File: src/vic_regs.vh
// Register map, field positions, reset values and codes of the vectored interrupt controller.
// Assumes a 12-bit APB byte address with one 32-bit aligned word per register.
`ifndef VIC_REGS_VH
`define VIC_REGS_VH

// Sizes
`define NUM_SRC 128
`define SRC_IDX_W 7
`define PRIO_W 3
`define LVL_W 4
`define VEC_W 8
`define ADDR_W 12
`define NUM_EXT 5

// Byte addresses of the control registers
`define OFF_CPU_ALU_STATUS 12'h000
`define OFF_CPU_CORE_CONTROL 12'h004
`define OFF_IRQ_CONTROL_ONE 12'h008
`define OFF_IRQ_CONTROL_TWO 12'h00C
`define OFF_IRQ_CONTROL_FOUR 12'h010
`define OFF_PENDING_VECTOR_STATUS 12'h014
// Bases of the per-source register arrays
`define OFF_FLAG_BASE 12'h040
`define OFF_ENABLE_BASE 12'h060
`define OFF_PRIO_BASE 12'h080
`define NUM_FLAG_WORDS 12'h008
`define NUM_PRIO_WORDS 12'h020
`define SRC_PER_WORD 16
`define SRC_PER_PRIO_WORD 4

// cpu_alu_status fields
`define SR_LVL_LSB 5
`define SR_LVL_MSB 7
// cpu_core_control fields
`define CORE_LVL_HIGH_BIT 3
// irq_control_one fields
`define C1_NESTING_DISABLE 15
`define C1_MATH_FAULT 4
`define C1_ADDRESS_FAULT 3
`define C1_STACK_FAULT 2
`define C1_CLOCK_FAILURE 1
// irq_control_two fields
`define C2_GLOBAL_ENABLE 15
`define C2_TEMP_DISABLE 14
`define C2_SOFTWARE_TRAP 13
`define C2_ALT_TABLE 8
`define C2_POLARITY_MSB 4
// irq_control_four fields
`define C4_DOUBLE_BIT_ERROR 1
`define C4_SOFT_HARD_TRAP 0
// pending_vector_status fields
`define PV_UNACKED 15
`define PV_VECTOR_HOLD 13
`define PV_LEVEL_LSB 8

// Reset values
`define RST_GLOBAL_ENABLE 1'b1
`define RST_LEVEL 3'h0
`define RST_PRIO 3'h0

// Level and vector codes
`define LVL_USER_BLOCK 3'h7
`define VEC_USER_BASE 8'h08
`define VEC_MATH_TRAP 8'h04
`define VEC_SOFT_TRAP 8'h06
`define VEC_NONE 8'h00

// Source positions of external interrupts 4..0, seven bits each
`define EXT_IRQ_MAP {7'h36, 7'h35, 7'h1D, 7'h14, 7'h00}

`endif
File: src/ext_edge_detect.v
// Edge detector for one external interrupt pin with selectable polarity.
// Assumes the pin is already synchronous to pclk.
`timescale 1ns/1ps

module ext_edge_detect (
	input wire pclk,
	input wire presetn,
	input wire pin,
	input wire falling_sel,
	output reg edge_ff
);

reg pin_d_ff;

////////////////////////////////////////////////////////////////////////////////
// Previous pin level and one-cycle edge pulse
always @(posedge pclk or negedge presetn) begin
	if (!presetn) begin
		pin_d_ff <= 1'b0;
		edge_ff <= 1'b0;
	end else begin
		pin_d_ff <= pin;
		// Polarity 1 catches the falling edge, 0 the rising one
		edge_ff <= falling_sel ? (pin_d_ff & ~pin) : (pin & ~pin_d_ff);
	end
end

endmodule

File: src/vectored_interrupt_controller.v
// Priority-based vectored interrupt controller with APB register access.
// Assumes request pulses, trap pulses and pins synchronous to pclk and a core that
// acknowledges the offered vector with a one-cycle pulse.
//
// Decided for this implementation: register access over APB and the address map.
`timescale 1ns/1ps

`include "vic_regs.vh"

// How it works
// - Each source has a flag set by its peripheral or pin; only software clears.
// - A source with its enable clear never interrupts, though its flag may set.
// - Each source has a three-bit software priority selecting one of eight levels.
// - Flag, enable and priority bits follow natural order; vector 8 uses bit 0.
// - Pending vector number and new level latch into the pending status register.
// - Latched new level equals the pending interrupt's priority, coded 0 to 7.
// - Vector numbers are direct: source vectors from 8, math trap 4, soft trap 6.
// - Current level joins the core level-high bit above the three status level bits.
// - User interrupts are blocked when level bits are 111 or level-high is set.
// - Software writes the level bits except while nesting disable is set.
// - Level-high bit resets to 0 and software can never set it.
// - Control one bit 15 disables nesting when 1, resetting to 0.
// - Control one holds math, address, stack and clock failure trap flags.
// - Control two bit 15 is global enable, reset 1; 0 blocks user interrupts only.
// - Control two bit 14 reads 1 while the temporary disable instruction runs.
// - Control two bit 13 is a software trap bit; writing 1 raises a trap.
// - Control two bit 8 selects the alternate vector table, resetting to 0.
// - Control two bits 4..0 pick falling (1) or rising (0) edge per external pin.
// - Control four flags double-bit error and soft hard trap; software clears.
module vectored_interrupt_controller (
	input wire pclk,
	input wire presetn,
	input wire psel,
	input wire penable,
	input wire pwrite,
	input wire [11:0] paddr,
	input wire [31:0] pwdata,
	output reg [31:0] prdata_ff,
	output reg pready_ff,
	output reg pslverr_ff,
	input wire [127:0] periph_irq,
	input wire [4:0] ext_irq_pin,
	input wire math_fault_evt,
	input wire address_fault_evt,
	input wire stack_fault_evt,
	input wire clock_failure_evt,
	input wire double_bit_error_evt,
	input wire temp_disable_active,
	input wire cpu_ack,
	output reg irq_req_ff,
	output reg [7:0] irq_vector_ff,
	output reg [3:0] irq_level_ff,
	output reg trap_req_ff,
	output reg [7:0] trap_vector_ff,
	output reg alt_table_ff
);

////////////////////////////////////////////////////////////////////////////////
// State
reg [`NUM_SRC-1:0] flag_ff;
reg [`NUM_SRC-1:0] enable_ff;
reg [`NUM_SRC*`PRIO_W-1:0] prio_ff;
reg [2:0] cpu_priority_level_ff;
reg cpu_level_high_bit_ff;
reg nesting_disable_ff;
reg math_fault_flag_ff;
reg address_fault_flag_ff;
reg stack_fault_flag_ff;
reg clock_failure_flag_ff;
reg global_irq_enable_ff;
reg software_trap_ff;
reg [4:0] ext_polarity_ff;
reg double_bit_error_flag_ff;
reg soft_hard_trap_flag_ff;
reg vector_hold_ff;
reg unacked_request_ff;
reg [7:0] pending_vector_field_ff;
reg [3:0] new_level_field_ff;
reg [7:0] acked_vector_ff;
reg [3:0] acked_level_ff;

wire [4:0] ext_edge;
wire apb_write;
wire apb_setup;
wire [3:0] cur_level;
wire user_blocked;
wire [`NUM_SRC-1:0] flag_set;

////////////////////////////////////////////////////////////////////////////////
// Decode helpers

// Range hit test for a word-aligned array region starting at base
function in_region;
	input [11:0] addr;
	input [11:0] base;
	input [11:0] words;
	begin
		in_region = (addr >= base) && (addr < base + {words[9:0], 2'b00}) &&
			(addr[1:0] == 2'b00);
	end
endfunction

// Word index of an address inside a region
function [4:0] word_idx;
	input [11:0] addr;
	input [11:0] base;
	reg [11:0] diff;
	begin
		diff = addr - base;
		word_idx = diff[6:2];
	end
endfunction

// Priority of one source
function [2:0] prio_of;
	input [`NUM_SRC*`PRIO_W-1:0] all;
	input integer idx;
	begin
		prio_of = all[idx*`PRIO_W +: `PRIO_W];
	end
endfunction

////////////////////////////////////////////////////////////////////////////////
// External pins: edge detection and mapping onto their sources
genvar g;
generate
	for (g = 0; g < `NUM_EXT; g = g + 1) begin : g_ext
		ext_edge_detect u_edge (
			.pclk(pclk),
			.presetn(presetn),
			.pin(ext_irq_pin[g]),
			.falling_sel(ext_polarity_ff[g]),
			.edge_ff(ext_edge[g])
		);
	end
endgenerate

// Request pulses from peripherals and pins merged per source
reg [`NUM_SRC-1:0] ext_set;
reg [34:0] ext_map;
integer e;
always @* begin
	ext_set = {`NUM_SRC{1'b0}};
	ext_map = `EXT_IRQ_MAP;
	for (e = 0; e < `NUM_EXT; e = e + 1)
		ext_set[ext_map[e*`SRC_IDX_W +: `SRC_IDX_W]] = ext_edge[e];
end
assign flag_set = periph_irq | ext_set;

////////////////////////////////////////////////////////////////////////////////
// Arbitration
assign cur_level = {cpu_level_high_bit_ff, cpu_priority_level_ff};
assign user_blocked = (cpu_priority_level_ff == `LVL_USER_BLOCK) ||
	cpu_level_high_bit_ff || !global_irq_enable_ff;

reg win_found;
reg [6:0] win_idx;
reg [2:0] win_prio;
reg held_off;
integer i;
// Strict greater-than keeps the lower natural order on ties
always @* begin
	win_found = 1'b0;
	win_idx = 7'h00;
	win_prio = `RST_PRIO;
	held_off = 1'b0;
	for (i = 0; i < `NUM_SRC; i = i + 1) begin
		if (flag_ff[i] && enable_ff[i]) begin
			if ({1'b0, prio_of(prio_ff, i)} > cur_level && !user_blocked) begin
				if (!win_found || prio_of(prio_ff, i) > win_prio) begin
					win_found = 1'b1;
					win_idx = i[6:0];
					win_prio = prio_of(prio_ff, i);
				end
			end else if (prio_of(prio_ff, i) != `RST_PRIO) begin
				held_off = 1'b1;
			end
		end
	end
end

////////////////////////////////////////////////////////////////////////////////
// APB slave: one wait-free access phase, read data captured in setup
assign apb_setup = psel && !penable;
assign apb_write = psel && penable && pready_ff && pwrite;

// Offset decode for reads and unmapped detection
reg [31:0] rd_mux;
reg rd_hit;
reg [4:0] widx;
always @* begin
	rd_mux = 32'h0000_0000;
	rd_hit = 1'b1;
	widx = 5'h00;
	if (in_region(paddr, `OFF_FLAG_BASE, `NUM_FLAG_WORDS)) begin
		widx = word_idx(paddr, `OFF_FLAG_BASE);
		rd_mux[15:0] = flag_ff[widx[2:0]*`SRC_PER_WORD +: `SRC_PER_WORD];
	end else if (in_region(paddr, `OFF_ENABLE_BASE, `NUM_FLAG_WORDS)) begin
		widx = word_idx(paddr, `OFF_ENABLE_BASE);
		rd_mux[15:0] = enable_ff[widx[2:0]*`SRC_PER_WORD +: `SRC_PER_WORD];
	end else if (in_region(paddr, `OFF_PRIO_BASE, `NUM_PRIO_WORDS)) begin
		widx = word_idx(paddr, `OFF_PRIO_BASE);
		rd_mux[15:0] = {1'b0, prio_of(prio_ff, widx*4+3), 1'b0, prio_of(prio_ff, widx*4+2),
			1'b0, prio_of(prio_ff, widx*4+1), 1'b0, prio_of(prio_ff, widx*4)};
	end else begin
		case (paddr)
			`OFF_CPU_ALU_STATUS:
				rd_mux[`SR_LVL_MSB:`SR_LVL_LSB] = cpu_priority_level_ff;
			`OFF_CPU_CORE_CONTROL:
				rd_mux[`CORE_LVL_HIGH_BIT] = cpu_level_high_bit_ff;
			`OFF_IRQ_CONTROL_ONE: begin
				rd_mux[`C1_NESTING_DISABLE] = nesting_disable_ff;
				rd_mux[`C1_MATH_FAULT] = math_fault_flag_ff;
				rd_mux[`C1_ADDRESS_FAULT] = address_fault_flag_ff;
				rd_mux[`C1_STACK_FAULT] = stack_fault_flag_ff;
				rd_mux[`C1_CLOCK_FAILURE] = clock_failure_flag_ff;
			end
			`OFF_IRQ_CONTROL_TWO: begin
				rd_mux[`C2_GLOBAL_ENABLE] = global_irq_enable_ff;
				rd_mux[`C2_TEMP_DISABLE] = temp_disable_active;
				rd_mux[`C2_SOFTWARE_TRAP] = software_trap_ff;
				rd_mux[`C2_ALT_TABLE] = alt_table_ff;
				rd_mux[`C2_POLARITY_MSB:0] = ext_polarity_ff;
			end
			`OFF_IRQ_CONTROL_FOUR: begin
				rd_mux[`C4_DOUBLE_BIT_ERROR] = double_bit_error_flag_ff;
				rd_mux[`C4_SOFT_HARD_TRAP] = soft_hard_trap_flag_ff;
			end
			`OFF_PENDING_VECTOR_STATUS: begin
				rd_mux[`PV_UNACKED] = unacked_request_ff;
				rd_mux[`PV_VECTOR_HOLD] = vector_hold_ff;
				rd_mux[`PV_LEVEL_LSB+3:`PV_LEVEL_LSB] = new_level_field_ff;
				rd_mux[7:0] = pending_vector_field_ff;
			end
			default: rd_hit = 1'b0;
		endcase
	end
end

// Handshake and read data
always @(posedge pclk or negedge presetn) begin
	if (!presetn) begin
		pready_ff <= 1'b0;
		pslverr_ff <= 1'b0;
		prdata_ff <= 32'h0000_0000;
	end else begin
		pready_ff <= apb_setup;
		if (apb_setup) begin
			pslverr_ff <= !rd_hit;
			prdata_ff <= rd_hit ? rd_mux : 32'h0000_0000;
		end
	end
end

////////////////////////////////////////////////////////////////////////////////
// Per-source flag, enable and priority storage
wire wr_flag = apb_write && in_region(paddr, `OFF_FLAG_BASE, `NUM_FLAG_WORDS);
wire wr_en = apb_write && in_region(paddr, `OFF_ENABLE_BASE, `NUM_FLAG_WORDS);
wire wr_prio = apb_write && in_region(paddr, `OFF_PRIO_BASE, `NUM_PRIO_WORDS);

integer s;
always @(posedge pclk or negedge presetn) begin
	if (!presetn) begin
		flag_ff <= {`NUM_SRC{1'b0}};
		enable_ff <= {`NUM_SRC{1'b0}};
		for (s = 0; s < `NUM_SRC; s = s + 1)
			prio_ff[s*`PRIO_W +: `PRIO_W] <= `RST_PRIO;
	end else begin
		for (s = 0; s < `NUM_SRC; s = s + 1) begin
			// Software writes 0 to clear only; a set in the same cycle wins
			if (wr_flag && widx[2:0] == s / `SRC_PER_WORD)
				flag_ff[s] <= (flag_ff[s] & pwdata[s % `SRC_PER_WORD]) | flag_set[s];
			else
				flag_ff[s] <= flag_ff[s] | flag_set[s];
			if (wr_en && widx[2:0] == s / `SRC_PER_WORD)
				enable_ff[s] <= pwdata[s % `SRC_PER_WORD];
			if (wr_prio && widx == s / `SRC_PER_PRIO_WORD)
				prio_ff[s*`PRIO_W +: `PRIO_W] <=
					pwdata[(s % `SRC_PER_PRIO_WORD)*4 +: `PRIO_W];
		end
	end
end

////////////////////////////////////////////////////////////////////////////////
// Control, level and trap registers
wire wr_sr = apb_write && paddr == `OFF_CPU_ALU_STATUS;
wire wr_core = apb_write && paddr == `OFF_CPU_CORE_CONTROL;
wire wr_c1 = apb_write && paddr == `OFF_IRQ_CONTROL_ONE;
wire wr_c2 = apb_write && paddr == `OFF_IRQ_CONTROL_TWO;
wire wr_c4 = apb_write && paddr == `OFF_IRQ_CONTROL_FOUR;
wire wr_pv = apb_write && paddr == `OFF_PENDING_VECTOR_STATUS;
wire any_trap_evt = math_fault_evt | address_fault_evt | stack_fault_evt |
	clock_failure_evt | double_bit_error_evt;
wire take_ack = cpu_ack && irq_req_ff;
wire software_trap_raise = wr_c2 && pwdata[`C2_SOFTWARE_TRAP];

always @(posedge pclk or negedge presetn) begin
	if (!presetn) begin
		cpu_priority_level_ff <= `RST_LEVEL;
		cpu_level_high_bit_ff <= 1'b0;
		nesting_disable_ff <= 1'b0;
		math_fault_flag_ff <= 1'b0;
		address_fault_flag_ff <= 1'b0;
		stack_fault_flag_ff <= 1'b0;
		clock_failure_flag_ff <= 1'b0;
		global_irq_enable_ff <= `RST_GLOBAL_ENABLE;
		software_trap_ff <= 1'b0;
		alt_table_ff <= 1'b0;
		ext_polarity_ff <= 5'h00;
		double_bit_error_flag_ff <= 1'b0;
		soft_hard_trap_flag_ff <= 1'b0;
		vector_hold_ff <= 1'b0;
	end else begin
		// Acknowledge raises the level; with nesting off it jumps to 7
		if (take_ack)
			cpu_priority_level_ff <= nesting_disable_ff ? `LVL_USER_BLOCK : irq_level_ff[2:0];
		else if (wr_sr && !nesting_disable_ff)
			cpu_priority_level_ff <= pwdata[`SR_LVL_MSB:`SR_LVL_LSB];
		// Fault and double-bit error events lift the level above 7; software may only clear it
		if (any_trap_evt)
			cpu_level_high_bit_ff <= 1'b1;
		else if (wr_core && !pwdata[`CORE_LVL_HIGH_BIT])
			cpu_level_high_bit_ff <= 1'b0;
		if (wr_c1) begin
			nesting_disable_ff <= pwdata[`C1_NESTING_DISABLE];
			math_fault_flag_ff <= pwdata[`C1_MATH_FAULT] | math_fault_evt;
			address_fault_flag_ff <= pwdata[`C1_ADDRESS_FAULT] | address_fault_evt;
			stack_fault_flag_ff <= pwdata[`C1_STACK_FAULT] | stack_fault_evt;
			clock_failure_flag_ff <= pwdata[`C1_CLOCK_FAILURE] | clock_failure_evt;
		end else begin
			math_fault_flag_ff <= math_fault_flag_ff | math_fault_evt;
			address_fault_flag_ff <= address_fault_flag_ff | address_fault_evt;
			stack_fault_flag_ff <= stack_fault_flag_ff | stack_fault_evt;
			clock_failure_flag_ff <= clock_failure_flag_ff | clock_failure_evt;
		end
		if (wr_c2) begin
			global_irq_enable_ff <= pwdata[`C2_GLOBAL_ENABLE];
			software_trap_ff <= pwdata[`C2_SOFTWARE_TRAP];
			alt_table_ff <= pwdata[`C2_ALT_TABLE];
			ext_polarity_ff <= pwdata[`C2_POLARITY_MSB:0];
		end
		// Write 0 clears, events win over a clear in the same cycle
		if (wr_c4) begin
			double_bit_error_flag_ff <= (double_bit_error_flag_ff &
				pwdata[`C4_DOUBLE_BIT_ERROR]) | double_bit_error_evt;
			soft_hard_trap_flag_ff <= (soft_hard_trap_flag_ff &
				pwdata[`C4_SOFT_HARD_TRAP]) | software_trap_raise;
		end else begin
			double_bit_error_flag_ff <= double_bit_error_flag_ff | double_bit_error_evt;
			soft_hard_trap_flag_ff <= soft_hard_trap_flag_ff | software_trap_raise;
		end
		if (wr_pv)
			vector_hold_ff <= pwdata[`PV_VECTOR_HOLD];
	end
end

////////////////////////////////////////////////////////////////////////////////
// Core-facing request, trap request and pending status
always @(posedge pclk or negedge presetn) begin
	if (!presetn) begin
		irq_req_ff <= 1'b0;
		irq_vector_ff <= `VEC_NONE;
		irq_level_ff <= 4'h0;
		trap_req_ff <= 1'b0;
		trap_vector_ff <= `VEC_NONE;
		unacked_request_ff <= 1'b0;
		pending_vector_field_ff <= `VEC_NONE;
		new_level_field_ff <= 4'h0;
		acked_vector_ff <= `VEC_NONE;
		acked_level_ff <= 4'h0;
	end else begin
		// Dropped for the cycle after an acknowledge while the level settles
		irq_req_ff <= win_found && !take_ack;
		irq_vector_ff <= `VEC_USER_BASE + {1'b0, win_idx};
		irq_level_ff <= {1'b0, win_prio};
		// Traps ignore the global enable and the level bits
		trap_req_ff <= math_fault_flag_ff | soft_hard_trap_flag_ff |
			double_bit_error_flag_ff | software_trap_ff;
		if (math_fault_flag_ff)
			trap_vector_ff <= `VEC_MATH_TRAP;
		else if (soft_hard_trap_flag_ff | double_bit_error_flag_ff | software_trap_ff)
			trap_vector_ff <= `VEC_SOFT_TRAP;
		else
			trap_vector_ff <= `VEC_NONE;
		unacked_request_ff <= held_off;
		if (take_ack) begin
			acked_vector_ff <= irq_vector_ff;
			acked_level_ff <= irq_level_ff;
		end
		if (vector_hold_ff) begin
			if (win_found) begin
				pending_vector_field_ff <= `VEC_USER_BASE + {1'b0, win_idx};
				new_level_field_ff <= {1'b0, win_prio};
			end
		end else begin
			pending_vector_field_ff <= take_ack ? irq_vector_ff : acked_vector_ff;
			new_level_field_ff <= take_ack ? irq_level_ff : acked_level_ff;
		end
	end
end

endmodule

File: config.mk
export PLATFORM = sky130hd
export DESIGN_NAME = vectored_interrupt_controller
export DESIGN_NICKNAME = d
export VERILOG_FILES = /design/src/ext_edge_detect.v /design/src/vectored_interrupt_controller.v
export VERILOG_INCLUDE_DIRS = /design/src
export SDC_FILE = /design/constraint.sdc
export NUM_CORES = 2
export LEC_CHECK = 0
export BUFFER_PORTS_ARGS = -buffer_cell sky130_fd_sc_hd__clkbuf_2
export CAP_MARGIN = 40
export CELL_PAD_IN_SITES_DETAIL_PLACEMENT = 0
export CELL_PAD_IN_SITES_GLOBAL_PLACEMENT = 1
export CORE_UTILIZATION = 45
export CTS_CLUSTER_DIAMETER = 30
export DETAILED_ROUTE_END_ITERATION = 8
export PLACE_DENSITY = 0.8
export RECOVER_POWER = 50
export SLEW_MARGIN = 20
export SYNTH_ARGS = -nofsm -noshare
export SYNTH_HDL_FRONTEND = slang
export SYNTH_SLANG_ARGS = --single-unit
export TNS_END_PERCENT = 50
File: constraint.sdc
create_clock -name pclk -period 168.8 [get_ports pclk]
set_input_delay 8.44 -clock pclk [delete_from_list [all_inputs] [get_ports pclk]]
set_output_delay 8.44 -clock pclk [all_outputs]
set_load 0.02 [all_outputs]
==> impl_metrics.csv <==
group,metric,value,unit
status,status,"complete, but fails checks",
status,violations,"capacitance limit, slew limit",
finish,final_nets,10068,
setup_path,r2r-start,"cpu_priority_level_ff[1]$_DFFE_PN0P_",
setup_path,crit_end,"prio_ff[170]$_DFFE_PN0P_",
cts,htree_levels,4,
floorplan,die-width,389,um
setup_path,r2r_setup_slack,0.96,ns
timing,finalMaxSlewViolations,714,
synth,syn_area,67200,sq um
route,vias,75705,
timing,finalCritPeriodShare,99.4,%
finish,area_growth,43.2,%
synth,synth.area.top_cells,"dfrtp_1, ha_1, mux2_2, mux4_2, o21ai_0",
hold_path,min_to,"flag_ff[20]$_DFF_PN0_",
power_and_ir_drop,max-vdd-ir-drop,0.00000786,V
place,io_buffers,206,
power_and_ir_drop,p_leak,42.9,nW
route,routed_wl,351,mm
setup_path,setup.worst_path.start,"presetn",
route,drt_iter0_markers,8481,
global_routing,grt_max_degree,94,
global_routing,grt_pass1_wl,486,mm
synth,synth_edf_count,0,
setup_path,critPathKind,"input port to asynchronous set/reset pin",
global_routing,grt_antenna_before_repair,60,
hold_path,hold_depth,2,
floorplan,start_util,45.4,%
timing,worst_pin_slew,5.10,ns
synth,synth_top_area_share,27.1,%
hold_path,min_from,"g_ext[1].u_edge.edge_ff$_DFF_PN0_",
finish,layout_commonest_cell,"buf_4",
setup_path,start_kind,"input port",
power_and_ir_drop,powerDensity,6.43,nW/um^2
cts,insertion_delay,0.85,ns
setup_path,critical_path_required,169.03,ns
setup_path,crit_family,"buffers and inverters",
route,drtAntennaViolNets,0,
setup_path,crit_path_end_kind,"asynchronous set/reset pin",
floorplan,fp.dieH,389,um
timing,fin_ws,0.961,ns
synth,synthArstFlopShare,100,%
route,wl_per_cell,30.9,um
cts,clkSinkCount,728,
finish,fin_util,65.1,%
floorplan,ios,246,
route,dr.pass1.iters,8,
setup_path,cp_num_buf_inv,6,
cts,postCtsHoldBufs,0,
setup_path,cp.depth,6,
synth,syn_inst,7376,
synth,yosysTopAreaCell,"dfrtp_1",
route,drc,0,
cts,tritoncts,"yes",
hold_path,hp-class,"flip-flop to flip-flop",
global_routing,grt_overflow,0,
floorplan,coreArea,148000,sq um
timing,fmax,5.96,MHz
cts,clk_pin_slew,0.04,ns
cts,cts_buffers,197,
synth,synth_flop_cell,"dfrtp_1",
global_routing,first_global_vias,70546,
cts,clock-root-buffer,"clkbuf_16",
setup_path,slowest_delay,3.50,ns
place,place_congestion,1.06,
setup_path,cpMaxStageDelayCell,"clkbuf_1",
place,pre_cts_ws,-8.11,ns
setup_path,crit_path_frequent_cell,"clkbuf_1",
setup_path,reg2regPathDepth,929,
timing,slew_headroom,-240,%
global_routing,gr-usage-all-layers,44.2,%
synth,ys_seq_elements,728,
timing,setup_viol,0,
setup_path,cp_max_fo,93,
floorplan,die-area,151000,sq um
synth,ys_seq_area_share,27.1,%
job,drv_cap,16,
setup_path,cp_cell_sequence,"clkbuf_1 -> clkbuf_1 -> clkbuf_1 -> clkbuf_1 -> clkbuf_1 -> clkbuf_1",
cts,cts_buffer_depth,3,
timing,hold_viol,0,
synth,yosysWarningCount,0,
timing,skew,0.0519,ns
timing,period_needed,167.84,ns
setup_path,arrival,19.56,ns
route,routed_via_density,6.67,
place,hpwl,263,mm
setup_path,r2r_end,"pending_vector_field_ff[6]$_DFFE_PN0P_",
place,dp_cells,10617,
synth,synth.avg_cell_area,9.11,sq um
finish,layout-drive-gt1-share,41.9,%
synth,ys_types,138,
floorplan,row_count,141,
finish,final_cells,11356,
finish,final_cell_mix,"buf_4, dfrtp_1, nand2_1",
timing,rsz0062_at_grt,"yes",
==> cells in the mapped netlist (25+ instances only) <==
| cell | instances |
|---|---|
| nor4_1 | 48 |
| buf_4 | 27 |
| o31a_1 | 31 |
| a21boi_0 | 33 |
| nand3_1 | 176 |
| o311ai_0 | 181 |
| o21ai_1 | 36 |
| nor2b_1 | 84 |
| nor2_1 | 414 |
| a211oi_1 | 60 |
| mux2_2 | 485 |
| o22ai_1 | 71 |
| o31ai_1 | 62 |
| dfrtp_1 | 727 |
| clkbuf_1 | 228 |
| o21ai_0 | 522 |
| ha_1 | 652 |
| mux2i_1 | 85 |
| o21a_1 | 70 |
| and2_1 | 83 |
| o311a_1 | 36 |
| nor3b_1 | 28 |
| buf_1 | 34 |
| inv_1 | 463 |
| maj3_1 | 25 |
| o211ai_1 | 79 |
| a311oi_1 | 133 |
| a21o_1 | 187 |
| a31oi_1 | 127 |
| nand2_1 | 614 |
| nand4_1 | 31 |
| and3_1 | 146 |
| nor3_1 | 119 |
| nand3b_1 | 25 |
| nand2b_1 | 213 |
| or2_2 | 41 |
| a21oi_1 | 325 |
| mux4_2 | 184 |
| or3_1 | 32 |
==> per-stage QoR <==
stage               TNS [ns]  cell area, sq um  hold slack, ns  power [mW]
floorplan                  0             67800           0.408       0.195
global placement     -113.40             80000           0.418       0.211
detailed placement   -166.05             80700           0.420       0.213
CTS                   -41.67             90200           0.447       0.618
global route         -126.01             96200           0.464       0.630
finish                     0             96300           0.446       0.619
==> cell families (layout without fill, tap and decap cells) <==
group | Yosys count | in the layout | synth area share (%)
XOR/XNOR | 2 | 2 | 0.0261
AND/OR/NAND/NOR | 2138 | 2138 | 16.0
multiplexers | 761 | 761 | 15.7
adder cells (fa/ha/maj) | 677 | 677 | 12.5
buffers and inverters | 758 | 2758 | 4.41
flip-flops | 728 | 728 | 27.1
other | 1 | 51 | 0.00558
AO/OA/AOI/OAI | 2311 | 2311 | 24.2
==> per-layer routing <==
layer | GRT usage, % | vias to the layer above | routed length [um]
met5 | 0 | - | 253
met1 | 53.6 | 37151 | 128000
li1 | - | 32178 | -
met4 | 32.7 | 38 | 32600
met3 | 14.0 | 1481 | 40700
met2 | 65.8 | 4857 | 149000
==> power by group <==
group / switching (mW) / internal, mW
clock: 0.129 / 0.279
sequential: 0.000308 / 0.175
combinational: 0.0250 / 0.0110
total: 0.154 / 0.465
==> state kept, by name, indices dropped and copies added, names as in the netlist, 4 cells and up <==
name	count
prio_ff	384
enable_ff	128
flag_ff	128
prdata_ff	16
acked_vector_ff	8
irq_vector_ff	8
pending_vector_field_ff	8
ext_polarity_ff	5
g_ext.u_edge.edge_ff	5
g_ext.u_edge.pin_d_ff	5
acked_level_ff	4
new_level_field_ff	4
==> final cells by class <==
class	instances	area, sq um
flip-flops and latches	728	18200
fillers	11857	51700
clock inverters	136	1850
multi-input cells	5912	52600
well taps	1930	2410
inverters	465	1770
clock buffers	234	5350
diodes	28	70.1
repair buffers	1923	14000
==> how the worst max path moves through the flow <==
stage	startpoint	to
after detailed placement	cpu_priority_level_ff[1]$_DFFE_PN0P_	pending_vector_field_ff[5]$_DFFE_PN0P_
after CTS	cpu_priority_level_ff[1]$_DFFE_PN0P_	pending_vector_field_ff[5]$_DFFE_PN0P_
after floorplan	cpu_priority_level_ff[1]$_DFFE_PN0P_	pending_vector_field_ff[5]$_DFFE_PN0P_
after global placement	cpu_priority_level_ff[1]$_DFFE_PN0P_	pending_vector_field_ff[5]$_DFFE_PN0P_
==> repair_timing <==
| item | 4_1_cts | 5_1_grt |
|---|---|---|
| setup buffers | 155 | 166 |
| setup endpoints to repair | 22 | 22 |
| pin swaps | 179 | 733 |
| gates resized for setup | 265 | 928 |
==> worst reg2reg max path, delay by kind of cell, from the launching register on <==
family                     cells  cell delay [ns]
muxes                         49            13.90
buffers and inverters         85            10.61
DFF                            1             0.39
adders and majority gates    146            39.36
AOI/OAI and AO/OA            412            73.21
and+or+nand+nor              237            30.23
Note: power is estimated with default switching activity, not from simulation.
